[src/logic/ccr_control_regs.vh]
/*
 * Register map, field positions, reset values and timing counts for the
 * charger control registers at offsets 0x06 to 0x08.
 * Assumes a 20 MHz system clock and an 8-bit register access port.
 */
`ifndef CCR_CONTROL_REGS_VH
`define CCR_CONTROL_REGS_VH

// ----------------------------------------------------------------------
// register offsets
// ----------------------------------------------------------------------
`define CCR_OFS_CONTROL_TWO 8'h06
`define CCR_OFS_CONTROL_THREE 8'h07
`define CCR_OFS_ZONE_LIMITS 8'h08

// ----------------------------------------------------------------------
// reset values
// ----------------------------------------------------------------------
`define CCR_RST_CONTROL_TWO 8'h7D
`define CCR_RST_CONTROL_THREE 8'h00
`define CCR_RST_ZONE_LIMITS 8'h0D

// fixed read value of the read-only low nibble of control three
`define CCR_THREE_RO_VALUE 8'h02

// ----------------------------------------------------------------------
// field positions
// ----------------------------------------------------------------------
`define CCR_TWO_RSVD_BIT 7
`define CCR_TWO_AUTO_DET_BIT 6
`define CCR_TWO_THERM_HI 5
`define CCR_TWO_THERM_LO 4
`define CCR_TWO_CHG_EN_BIT 3
`define CCR_TWO_PRECHG_BIT 2
`define CCR_TWO_RECHG_HI 1
`define CCR_TWO_RECHG_LO 0

`define CCR_THREE_PULSE_OFF_BIT 7
`define CCR_THREE_KICK_BIT 6
`define CCR_THREE_FINISH_HI 5
`define CCR_THREE_FINISH_LO 4

`define CCR_ZONE_HOT_V_HI 4
`define CCR_ZONE_HOT_V_LO 3
`define CCR_ZONE_HOT_I_BIT 2
`define CCR_ZONE_COLD_I_HI 1
`define CCR_ZONE_COLD_I_LO 0

// ----------------------------------------------------------------------
// timing
// ----------------------------------------------------------------------
`define CCR_CLK_HZ 20000000
`define CCR_WD_BASE_S 40
`define CCR_WD_BASE_CYCLES (`CCR_WD_BASE_S * `CCR_CLK_HZ)

`endif

[src/logic/ccr_watchdog_timer.v]
/*
 * Host watchdog timer: expires after 1x, 2x or 4x a base period unless kicked.
 * Assumes the period select and the kick come from logic on the same clock.
 */
`timescale 1ns/100ps
`default_nettype none

module ccr_watchdog_timer #(
	parameter [31:0] P_BASE_CYCLES = 32'd800000000
) (
	// clock and reset
	input wire i_clk_sys,
	input wire i_rst_b,
	input wire i_clk_en,
	// control
	input wire [1:0] i_period_sel,
	input wire i_kick,
	// status
	output reg o_expire_ff
);

	localparam [33:0] L_BASE = {2'b00, P_BASE_CYCLES};

	reg [33:0] cnt_ff;
	reg [33:0] nxt_cnt;
	reg nxt_expire;

	// 00 disables, 01/10/11 select 40 s, 80 s, 160 s
	function [33:0] period_limit;
		input [1:0] sel;
		begin
			case (sel)
				2'b01: period_limit = L_BASE;
				2'b10: period_limit = {L_BASE[32:0], 1'b0};
				2'b11: period_limit = {L_BASE[31:0], 2'b00};
				default: period_limit = 34'h0_0000_0000;
			endcase
		end
	endfunction

	always @* begin
		nxt_cnt = cnt_ff + 34'd1;
		nxt_expire = 1'b0;
		if ((i_period_sel == 2'b00) || i_kick) begin
			nxt_cnt = 34'h0_0000_0000;
		end else if (cnt_ff >= period_limit(i_period_sel) - 34'd1) begin
			// restart after expiry so a silent host sees repeated expiries
			nxt_cnt = 34'h0_0000_0000;
			nxt_expire = 1'b1;
		end
	end

	always @(posedge i_clk_sys or negedge i_rst_b) begin
		if (!i_rst_b) begin
			cnt_ff <= 34'h0_0000_0000;
			o_expire_ff <= 1'b0;
		end else if (i_clk_en) begin
			cnt_ff <= nxt_cnt;
			o_expire_ff <= nxt_expire;
		end
	end

endmodule // ccr_watchdog_timer

`default_nettype wire

[src/logic/ccr_control_regs.v]
/*
 * Charger control registers two, three and the temperature zone limits,
 * their decoded settings, the host watchdog and plug-in source detection.
 * Assumes a serial bus slave in front that turns host frames into single
 * cycle read and write strobes on the system clock.
 */
// Function
// - control two at 0x06, defaults to 0x7D on register reset
// - bit 7 of control two always reads zero
// - auto source-detect bit 6 starts detection on input power plug-in
// - thermal threshold bits 5:4 decode 60, 80, 100, 120 degrees C
// - charge enable bit 3; charging wins over reverse boost
// - bit 2 selects precharge exit 2.8 V or 3.0 V per cell
// - recharge offset bits 1:0 weigh 100 and 50 mV, kept on watchdog
// - control three at 0x07, resets to 0x00
// - bit 7 forbids light-load pulse mode; kept on watchdog expiry
// - writing 1 to kick bit restarts watchdog, bit self-clears
// - finish timer bits 5:4 decode off, 15, 30, 45 minutes
// - control three bits 3:0 read only, read as 0010
// - zone limits at 0x08, reset 0x0D, bits 7:5 read zero
// - hot zone bits 4:3 suspend, 8.0 V, 8.3 V or unchanged
// - hot zone bit 2 limits current to 40 or 100 percent
// - cold zone bits 1:0 suspend, 20, 40 or 100 percent
// - watchdog expires after 40/80/160 s and restores its fields
`timescale 1ns/100ps
`default_nettype none
`include "ccr_control_regs.vh"

module ccr_control_regs #(
	parameter [31:0] P_WD_BASE_CYCLES = `CCR_WD_BASE_CYCLES
) (
	// clock, reset, enable
	input wire i_clk_sys,
	input wire i_rst_b,
	input wire i_clk_en,
	// register-defaults reset request, one cycle
	input wire i_reg_reset,
	// register access port
	input wire i_reg_wr,
	input wire i_reg_rd,
	input wire [7:0] i_reg_addr,
	input wire [7:0] i_reg_wdata,
	output reg [7:0] o_reg_rdata_ff,
	// charger context
	input wire i_input_bus_power,
	input wire i_reverse_boost_enable,
	input wire [1:0] i_watchdog_period_sel,
	// watchdog
	output wire o_watchdog_expire,
	output reg o_watchdog_kick_ff,
	// source detection and charging
	output reg o_source_detect_start_ff,
	output reg [6:0] o_therm_limit_degc_ff,
	output reg o_charge_active_ff,
	output reg o_boost_active_ff,
	output reg [11:0] o_precharge_exit_mv_ff,
	output reg [7:0] o_recharge_offset_mv_ff,
	// control three settings
	output reg o_light_load_pulse_mode_ff,
	output reg [5:0] o_finish_timer_min_ff,
	// temperature zones
	output reg o_hot_zone_suspend_ff,
	output reg o_hot_zone_charge_regulation_voltage_keep_ff,
	output reg [13:0] o_hot_zone_charge_regulation_voltage_mv_ff,
	output reg [6:0] o_hot_zone_current_pct_ff,
	output reg o_cold_zone_suspend_ff,
	output reg [6:0] o_cold_zone_current_pct_ff
);

	// ------------------------------------------------------------------
	// decode functions
	// ------------------------------------------------------------------
	function [6:0] therm_degc;
		input [1:0] code;
		begin
			case (code)
				2'b00: therm_degc = 7'd60;
				2'b01: therm_degc = 7'd80;
				2'b10: therm_degc = 7'd100;
				default: therm_degc = 7'd120;
			endcase
		end
	endfunction

	function [11:0] precharge_mv;
		input sel;
		begin
			precharge_mv = sel ? 12'd3000 : 12'd2800;
		end
	endfunction

	// 50 mV base so the reset code 01 lands on the 100 mV default
	function [7:0] recharge_mv;
		input [1:0] code;
		begin
			recharge_mv = 8'd50 + (code[1] ? 8'd100 : 8'd0) + (code[0] ? 8'd50 : 8'd0);
		end
	endfunction

	function [5:0] finish_min;
		input [1:0] code;
		begin
			case (code)
				2'b01: finish_min = 6'd15;
				2'b10: finish_min = 6'd30;
				2'b11: finish_min = 6'd45;
				default: finish_min = 6'd0;
			endcase
		end
	endfunction

	function [13:0] hot_charge_regulation_voltage_mv;
		input [1:0] code;
		begin
			hot_charge_regulation_voltage_mv = (code == 2'b10) ? 14'd8300 : 14'd8000;
		end
	endfunction

	// shared by both zones: 0 suspends, 1..3 pick 20, 40, 100 percent
	function [6:0] zone_pct;
		input [1:0] code;
		begin
			case (code)
				2'b01: zone_pct = 7'd20;
				2'b10: zone_pct = 7'd40;
				2'b11: zone_pct = 7'd100;
				default: zone_pct = 7'd0;
			endcase
		end
	endfunction

	// ------------------------------------------------------------------
	// register storage
	// ------------------------------------------------------------------
	localparam [7:0] L_RST_TWO = `CCR_RST_CONTROL_TWO;
	localparam [7:0] L_RST_THREE = `CCR_RST_CONTROL_THREE;
	localparam [7:0] L_RST_ZONE = `CCR_RST_ZONE_LIMITS;

	reg auto_detect_ff;
	reg [1:0] therm_code_ff;
	reg charge_enable_ff;
	reg precharge_sel_ff;
	reg [1:0] recharge_code_ff;
	reg pulse_off_ff;
	reg [1:0] finish_code_ff;
	reg [1:0] hot_v_code_ff;
	reg hot_i_sel_ff;
	reg [1:0] cold_i_code_ff;

	wire wd_expire;
	wire wr_two;
	wire wr_three;
	wire wr_zone;

	assign wr_two = i_reg_wr && (i_reg_addr == `CCR_OFS_CONTROL_TWO);
	assign wr_three = i_reg_wr && (i_reg_addr == `CCR_OFS_CONTROL_THREE);
	assign wr_zone = i_reg_wr && (i_reg_addr == `CCR_OFS_ZONE_LIMITS);
	assign o_watchdog_expire = wd_expire;

	// watchdog-resettable fields restored
	// defaults win over a host write landing in the same cycle
	always @(posedge i_clk_sys or negedge i_rst_b) begin
		if (!i_rst_b) begin
			auto_detect_ff <= L_RST_TWO[`CCR_TWO_AUTO_DET_BIT];
			therm_code_ff <= L_RST_TWO[`CCR_TWO_THERM_HI:`CCR_TWO_THERM_LO];
			charge_enable_ff <= L_RST_TWO[`CCR_TWO_CHG_EN_BIT];
			precharge_sel_ff <= L_RST_TWO[`CCR_TWO_PRECHG_BIT];
		end else if (i_clk_en) begin
			if (i_reg_reset || wd_expire) begin
				auto_detect_ff <= L_RST_TWO[`CCR_TWO_AUTO_DET_BIT];
				therm_code_ff <= L_RST_TWO[`CCR_TWO_THERM_HI:`CCR_TWO_THERM_LO];
				charge_enable_ff <= L_RST_TWO[`CCR_TWO_CHG_EN_BIT];
				precharge_sel_ff <= L_RST_TWO[`CCR_TWO_PRECHG_BIT];
			end else if (wr_two) begin
				auto_detect_ff <= i_reg_wdata[`CCR_TWO_AUTO_DET_BIT];
				therm_code_ff <= i_reg_wdata[`CCR_TWO_THERM_HI:`CCR_TWO_THERM_LO];
				charge_enable_ff <= i_reg_wdata[`CCR_TWO_CHG_EN_BIT];
				precharge_sel_ff <= i_reg_wdata[`CCR_TWO_PRECHG_BIT];
			end
		end
	end

	always @(posedge i_clk_sys or negedge i_rst_b) begin
		if (!i_rst_b) begin
			recharge_code_ff <= L_RST_TWO[`CCR_TWO_RECHG_HI:`CCR_TWO_RECHG_LO];
			pulse_off_ff <= L_RST_THREE[`CCR_THREE_PULSE_OFF_BIT];
		end else if (i_clk_en) begin
			if (i_reg_reset) begin
				recharge_code_ff <= L_RST_TWO[`CCR_TWO_RECHG_HI:`CCR_TWO_RECHG_LO];
				pulse_off_ff <= L_RST_THREE[`CCR_THREE_PULSE_OFF_BIT];
			end else begin
				if (wr_two) begin
					recharge_code_ff <= i_reg_wdata[`CCR_TWO_RECHG_HI:`CCR_TWO_RECHG_LO];
				end
				if (wr_three) begin
					pulse_off_ff <= i_reg_wdata[`CCR_THREE_PULSE_OFF_BIT];
				end
			end
		end
	end

	// kick sets, then clears itself
	// a fresh kick written while the last one clears is kept
	always @(posedge i_clk_sys or negedge i_rst_b) begin
		if (!i_rst_b) begin
			o_watchdog_kick_ff <= L_RST_THREE[`CCR_THREE_KICK_BIT];
			finish_code_ff <= L_RST_THREE[`CCR_THREE_FINISH_HI:`CCR_THREE_FINISH_LO];
		end else if (i_clk_en) begin
			if (i_reg_reset || wd_expire) begin
				o_watchdog_kick_ff <= L_RST_THREE[`CCR_THREE_KICK_BIT];
				finish_code_ff <= L_RST_THREE[`CCR_THREE_FINISH_HI:`CCR_THREE_FINISH_LO];
			end else if (wr_three) begin
				o_watchdog_kick_ff <= i_reg_wdata[`CCR_THREE_KICK_BIT];
				finish_code_ff <= i_reg_wdata[`CCR_THREE_FINISH_HI:`CCR_THREE_FINISH_LO];
			end else begin
				o_watchdog_kick_ff <= 1'b0;
			end
		end
	end

	always @(posedge i_clk_sys or negedge i_rst_b) begin
		if (!i_rst_b) begin
			hot_v_code_ff <= L_RST_ZONE[`CCR_ZONE_HOT_V_HI:`CCR_ZONE_HOT_V_LO];
			hot_i_sel_ff <= L_RST_ZONE[`CCR_ZONE_HOT_I_BIT];
			cold_i_code_ff <= L_RST_ZONE[`CCR_ZONE_COLD_I_HI:`CCR_ZONE_COLD_I_LO];
		end else if (i_clk_en) begin
			if (i_reg_reset || wd_expire) begin
				hot_v_code_ff <= L_RST_ZONE[`CCR_ZONE_HOT_V_HI:`CCR_ZONE_HOT_V_LO];
				hot_i_sel_ff <= L_RST_ZONE[`CCR_ZONE_HOT_I_BIT];
				cold_i_code_ff <= L_RST_ZONE[`CCR_ZONE_COLD_I_HI:`CCR_ZONE_COLD_I_LO];
			end else if (wr_zone) begin
				hot_v_code_ff <= i_reg_wdata[`CCR_ZONE_HOT_V_HI:`CCR_ZONE_HOT_V_LO];
				hot_i_sel_ff <= i_reg_wdata[`CCR_ZONE_HOT_I_BIT];
				cold_i_code_ff <= i_reg_wdata[`CCR_ZONE_COLD_I_HI:`CCR_ZONE_COLD_I_LO];
			end
		end
	end

	// ------------------------------------------------------------------
	// read path
	// ------------------------------------------------------------------
	reg [7:0] nxt_rdata;

	always @* begin
		nxt_rdata = 8'h00;
		case (i_reg_addr)
			`CCR_OFS_CONTROL_TWO: begin
				nxt_rdata[`CCR_TWO_RSVD_BIT] = 1'b0;
				nxt_rdata[`CCR_TWO_AUTO_DET_BIT] = auto_detect_ff;
				nxt_rdata[`CCR_TWO_THERM_HI:`CCR_TWO_THERM_LO] = therm_code_ff;
				nxt_rdata[`CCR_TWO_CHG_EN_BIT] = charge_enable_ff;
				nxt_rdata[`CCR_TWO_PRECHG_BIT] = precharge_sel_ff;
				nxt_rdata[`CCR_TWO_RECHG_HI:`CCR_TWO_RECHG_LO] = recharge_code_ff;
			end
			`CCR_OFS_CONTROL_THREE: begin
				nxt_rdata = `CCR_THREE_RO_VALUE;
				nxt_rdata[`CCR_THREE_PULSE_OFF_BIT] = pulse_off_ff;
				nxt_rdata[`CCR_THREE_KICK_BIT] = o_watchdog_kick_ff;
				nxt_rdata[`CCR_THREE_FINISH_HI:`CCR_THREE_FINISH_LO] = finish_code_ff;
			end
			`CCR_OFS_ZONE_LIMITS: begin
				nxt_rdata[`CCR_ZONE_HOT_V_HI:`CCR_ZONE_HOT_V_LO] = hot_v_code_ff;
				nxt_rdata[`CCR_ZONE_HOT_I_BIT] = hot_i_sel_ff;
				nxt_rdata[`CCR_ZONE_COLD_I_HI:`CCR_ZONE_COLD_I_LO] = cold_i_code_ff;
			end
			// unmapped offsets read zero
			default: nxt_rdata = 8'h00;
		endcase
	end

	// read data holds until the next read strobe
	always @(posedge i_clk_sys or negedge i_rst_b) begin
		if (!i_rst_b) begin
			o_reg_rdata_ff <= 8'h00;
		end else if (i_clk_en && i_reg_rd) begin
			o_reg_rdata_ff <= nxt_rdata;
		end
	end

	// ------------------------------------------------------------------
	// watchdog
	// ------------------------------------------------------------------
	// restart on kick
	ccr_watchdog_timer #(
		.P_BASE_CYCLES(P_WD_BASE_CYCLES)
	) u_watchdog (
		.i_clk_sys(i_clk_sys),
		.i_rst_b(i_rst_b),
		.i_clk_en(i_clk_en),
		.i_period_sel(i_watchdog_period_sel),
		.i_kick(o_watchdog_kick_ff),
		.o_expire_ff(wd_expire)
	);

	// ------------------------------------------------------------------
	// input power plug-in detection
	// ------------------------------------------------------------------
	reg [2:0] pwr_sync_ff;
	reg pwr_level_ff;

	// a change counts only once stages two and three agree
	always @(posedge i_clk_sys or negedge i_rst_b) begin
		if (!i_rst_b) begin
			pwr_sync_ff <= 3'b000;
			pwr_level_ff <= 1'b0;
			o_source_detect_start_ff <= 1'b0;
		end else if (i_clk_en) begin
			pwr_sync_ff <= {pwr_sync_ff[1:0], i_input_bus_power};
			if (pwr_sync_ff[1] == pwr_sync_ff[2]) begin
				pwr_level_ff <= pwr_sync_ff[2];
			end
			o_source_detect_start_ff <= auto_detect_ff && !pwr_level_ff &&
				(pwr_sync_ff[1] == pwr_sync_ff[2]) && pwr_sync_ff[2];
		end
	end

	// ------------------------------------------------------------------
	// decoded settings
	// ------------------------------------------------------------------
	// one cycle behind the register bits, so each reset value is the
	// decode of the matching register default
	always @(posedge i_clk_sys or negedge i_rst_b) begin
		if (!i_rst_b) begin
			o_therm_limit_degc_ff <= therm_degc(L_RST_TWO[`CCR_TWO_THERM_HI:`CCR_TWO_THERM_LO]);
			o_charge_active_ff <= L_RST_TWO[`CCR_TWO_CHG_EN_BIT];
			o_boost_active_ff <= 1'b0;
			o_precharge_exit_mv_ff <= precharge_mv(L_RST_TWO[`CCR_TWO_PRECHG_BIT]);
			o_recharge_offset_mv_ff <= recharge_mv(L_RST_TWO[`CCR_TWO_RECHG_HI:`CCR_TWO_RECHG_LO]);
			o_light_load_pulse_mode_ff <= ~L_RST_THREE[`CCR_THREE_PULSE_OFF_BIT];
			o_finish_timer_min_ff <= 6'd0;
			o_hot_zone_suspend_ff <= 1'b0;
			o_hot_zone_charge_regulation_voltage_keep_ff <= 1'b0;
			o_hot_zone_charge_regulation_voltage_mv_ff <= 14'd8000;
			o_hot_zone_current_pct_ff <= 7'd100;
			o_cold_zone_suspend_ff <= 1'b0;
			o_cold_zone_current_pct_ff <= 7'd20;
		end else if (i_clk_en) begin
			o_therm_limit_degc_ff <= therm_degc(therm_code_ff);
			o_charge_active_ff <= charge_enable_ff;
			o_boost_active_ff <= i_reverse_boost_enable && !charge_enable_ff;
			o_precharge_exit_mv_ff <= precharge_mv(precharge_sel_ff);
			o_recharge_offset_mv_ff <= recharge_mv(recharge_code_ff);
			o_light_load_pulse_mode_ff <= !pulse_off_ff;
			o_finish_timer_min_ff <= finish_min(finish_code_ff);
			o_hot_zone_suspend_ff <= (hot_v_code_ff == 2'b00);
			o_hot_zone_charge_regulation_voltage_keep_ff <= (hot_v_code_ff == 2'b11);
			o_hot_zone_charge_regulation_voltage_mv_ff <= hot_charge_regulation_voltage_mv(hot_v_code_ff);
			o_hot_zone_current_pct_ff <= zone_pct({1'b1, hot_i_sel_ff});
			o_cold_zone_suspend_ff <= (cold_i_code_ff == 2'b00);
			o_cold_zone_current_pct_ff <= zone_pct(cold_i_code_ff);
		end
	end

endmodule // ccr_control_regs

`default_nettype wire

[config.mk]
export PLATFORM = sky130hd
export DESIGN_NAME = ccr_control_regs
export DESIGN_NICKNAME = d
export VERILOG_FILES = /design/src/logic/ccr_watchdog_timer.v /design/src/logic/ccr_control_regs.v
export VERILOG_INCLUDE_DIRS = /design/src /design/src/logic
export SDC_FILE = /design/constraint.sdc
export NUM_CORES = 1
export LEC_CHECK = 0
export BUFFER_PORTS_ARGS = -buffer_cell sky130_fd_sc_hd__buf_2
export CORE_MARGIN = 3
export CORE_UTILIZATION = 40
export DETAILED_ROUTE_END_ITERATION = 8
export GPL_ROUTABILITY_DRIVEN = 0
export PLACE_DENSITY_LB_ADDON = 0.3
export SETUP_SLACK_MARGIN = 0.2
export SLEW_MARGIN = 20
export SYNTH_ARGS = -nofsm -noshare
export SYNTH_HDL_FRONTEND = slang
export SYNTH_SLANG_ARGS = --single-unit
[constraint.sdc]
create_clock -name i_clk_sys -period 3.38 [get_ports i_clk_sys]
set_input_delay 0.507 -clock i_clk_sys [delete_from_list [all_inputs] [get_ports i_clk_sys]]
set_output_delay 0.507 -clock i_clk_sys [all_outputs]
set_load 0.1 [all_outputs]
==> flow_summary.json <==
{
  "final_cells": 848,
  "ir_worst_vdd_v": 0.000457,
  "max_freq_mhz": 321,
  "critical_path_class": "input port to flop",
  "whs_ns": 0.190,
  "drv_slew": 0,
  "syn_area_mm2": 0.00558,
  "cts_tree": "yes",
  "die_h_um": 124,
  "dp.cells": 829,
  "path_depth": 11,
  "synth_area_leaders": "dfrtp_1, dfstp_2, ha_1, buf_4, nand2_1",
  "cp_top_family": "simple AND/OR/NAND/NOR gates",
  "numCtsBuffers": 9,
  "cp.buffers_inverters": 2,
  "status": "finished, final reports clean",
  "drtIter0Drc": 228,
  "final.setup.tns_ns": 0,
  "cpPeakStageDelay_ns": 0.57,
  "port_buffers": 80,
  "reg2reg_depth": 7,
  "ys_types": 54,
  "ys.flop_type": "dfrtp_1",
  "synth_top_area_share_pct": 33.2,
  "postCtsHoldBufs": 0,
  "nets": 736,
  "clock_sinks": 97,
  "reg2reg_from": "u_watchdog.cnt_ff[28]",
  "num_rows": 42,
  "worstMarginPinSlew_ns": 0.780,
  "critPathLaunchType": "input port",
  "cp_slowest_cell": "or4_4",
  "worst_skew_pair.late_latency_ns": 0.35,
  "post-place-ws_ns": -0.142,
  "cp.required_ns": 3.67,
  "grt-ovfl-total": 0,
  "fin_crit_sh_pct": 92.1,
  "grt_setup_unrepaired": "no",
  "total_power_mw": 3.64,
  "grt_use_total_pct": 18.3,
  "grt_max_degree": 52,
  "cp_common_cell": "or4_4",
  "synth.avg_cell_area_um2": 9.49,
  "core_mm2": 0.0135,
  "cp-end-kind": "flop",
  "holdCritPathClass": "input port to async pin",
  "synth-seq-area-share_pct": 44.0,
  "synth_seq_cells": 97,
  "p_leak_nw": 3.01,
  "antenna_left": 0,
  "antenna_found_initial": 0,
  "grt_first_pass_wirelength_um": 22500,
  "cts_root_buffer": "clkbuf_16",
  "crit_fanout": 5,
  "route.detailed.drc": 0,
  "hold_violations": 0,
  "vias_per_cell": 5.36,
  "fin_ws_ns": 0.267,
  "die_w_um": 124,
  "final_util_pct": 49.1,
  "fin_skew_ns": 0.00680,
  "vias": 4543,
  "power_density_mw_per_mm2": 552,
  "placedInstanceArea_mm2": 0.00623,
  "ioPinCount": 104,
  "cap_violations": 0,
  "path_clk_slew_ns": 0.07,
  "yosysWarnings": 0,
  "max-slew-margin-rel_pct": 47.9,
  "crit_path_start": "i_watchdog_period_sel[1]",
  "drt_first_pass_iters": 5,
  "cts-htree-levels": 3,
  "hpwl_um": 10000,
  "grt_pass1_vias": 4574,
  "initial_core_util_pct": 41.5,
  "dieArea_mm2": 0.0154,
  "period_needed_ns": 3.11,
  "cp.arrival_ns": 3.40,
  "finalWirelength_um": 13400,
  "setup_viol": 0,
  "synth-edff-count": 0,
  "fin_area_mm2": 0.00660,
  "cts_buffer_depth": 2,
  "async_flop_share_pct": 100,
  "drive_gt1_share_pct": 27.8,
  "num_antenna_cells": 0,
  "areaGrowthSynthToFinish_pct": 18.3,
  "netlist.top_cell.by_area": "dfrtp_1",
  "routedWlPerCell_um": 15.8,
  "path_cells": "buf_2 > clkinvlp_4 > ha_4 > xor2_4 > ha_2 > a2111oi_4 > a2bb2oi_1 > or4_4 > or3_4 > or4_4 > nand3_2",
  "syn_inst": 588
}
[routing by layer]
layer	GRT usage [%]	up-vias	wire, um
met5	0	-	0
met4	4.52	0	121
met3	4.36	11	733
met2	29.5	118	6560
met1	25.1	2219	5980
li1	-	2195	-
[state kept, by name, indices dropped and copies added (netlist names), 2 cells and up]
register                                    flops
cold_i_code_ff                                  2
finish_code_ff                                  2
hot_v_code_ff                                   2
o_cold_zone_current_pct_ff                      5
o_finish_timer_min_ff                           5
o_hot_zone_charge_regulation_voltage_mv_ff      2
o_hot_zone_current_pct_ff                       2
o_precharge_exit_mv_ff                          2
o_recharge_offset_mv_ff                         6
o_reg_rdata_ff                                  8
o_therm_limit_degc_ff                           5
pwr_sync_ff                                     3
recharge_code_ff                                2
therm_code_ff                                   2
u_watchdog.cnt_ff                              34
[cells in the final DEF (no fill, tap or decap), types with 5 or more instances in the layout]
cell and n:
o31ai_1 12, dfstp_2 23, o21ai_0 37, dfrtp_1 74, ha_4 7, mux2i_1 5
nor2_1 39, nand3_1 30, a21oi_1 24, nor3_1 5, clkbuf_16 9, ha_1 34
nand2_1 59, inv_1 32, and3_1 13, o21a_1 7, nor2b_1 5, mux2_2 16
o22ai_1 9, o2bb2ai_1 8, conb_1 23, buf_2 79, nand4_1 13, a22o_1 7
buf_4 26
[worst register-to-register path: cells and delay by family (launching register included)]
family / cells / cell delay [ns]
AOI/OAI and AO/OA: 2 / 0.44
adders and majority gates: 1 / 0.36
DFF: 1 / 0.44
and+or+nand+nor: 4 / 1.60
[cells by family (layout without fill, tap and decap cells)]
logic type / Yosys count / after routing / share of synthesized area, %
multiplexers: 21 / 21 / 4.12
buffers and inverters: 93 / 156 / 8.72
flip-flops: 97 / 97 / 44.0
AO/OA/AOI/OAI: 134 / 134 / 15.8
AND/OR/NAND/NOR: 195 / 195 / 17.1
adder cells (fa/ha/maj): 43 / 43 / 9.64
other: 2 / 23 / 0.135
XOR/XNOR: 3 / 3 / 0.471
[timing repair]
action,CTS,global route
setup endpoints to repair,0,28
setup buffers,0,3
resized for setup,0,7
hold endpoints to repair,0,0
[power breakdown]
part	switching [mW]	total, mW	internal [mW]
Clock	0.481	1.07	0.587
Sequential	0.133	1.45	1.31
Combinational	0.809	1.13	0.317
Total	1.42	3.64	2.22
[cells in the mapped netlist, types with 3 or more instances]
| master | n |
|---|---|
| buf_4 | 35 |
| inv_1 | 34 |
| o21a_1 | 7 |
| nor4_1 | 4 |
| o21ai_0 | 37 |
| dfstp_2 | 23 |
| and3_1 | 13 |
| o22ai_1 | 9 |
| nand4_1 | 13 |
| ha_1 | 43 |
| o31ai_1 | 12 |
| o2bb2ai_1 | 8 |
| nor2b_1 | 5 |
| a21o_1 | 4 |
| nor3_1 | 5 |
| a22o_1 | 7 |
| mux2i_1 | 5 |
| a21oi_1 | 24 |
| nand3_1 | 32 |
| or3_1 | 4 |
| o41ai_1 | 3 |
| or4_1 | 4 |
| a22oi_1 | 3 |
| a31oi_1 | 4 |
| nor2_1 | 39 |
| and2_1 | 4 |
| clkbuf_1 | 17 |
| a2bb2oi_1 | 3 |
| nand3b_1 | 3 |
| dfrtp_1 | 74 |
| nand2_1 | 60 |
| buf_2 | 5 |
| mux2_2 | 16 |
[final timing paths]
kind,slack [ns],to
max,0.27,u_watchdog.cnt_ff[3]
min,0.19,o_reg_rdata_ff[0]
max reg2reg,0.47,u_watchdog.cnt_ff[3]
min reg2reg,0.47,o_source_detect_start_ff
max in group asynchronous,2.45,auto_detect_ff
min in group i_clk_sys,0.38,o_boost_active_ff
[cell type report]
type	count	area (um^2)
fill	1299	6850
multi-input combinational	419	2870
sequential	97	2460
timing repair buffer	106	611
clock buffer	9	225
tap	176	220
inverter	34	135
clock inverter	7	82.6
(Power assumes the default switching activity.)
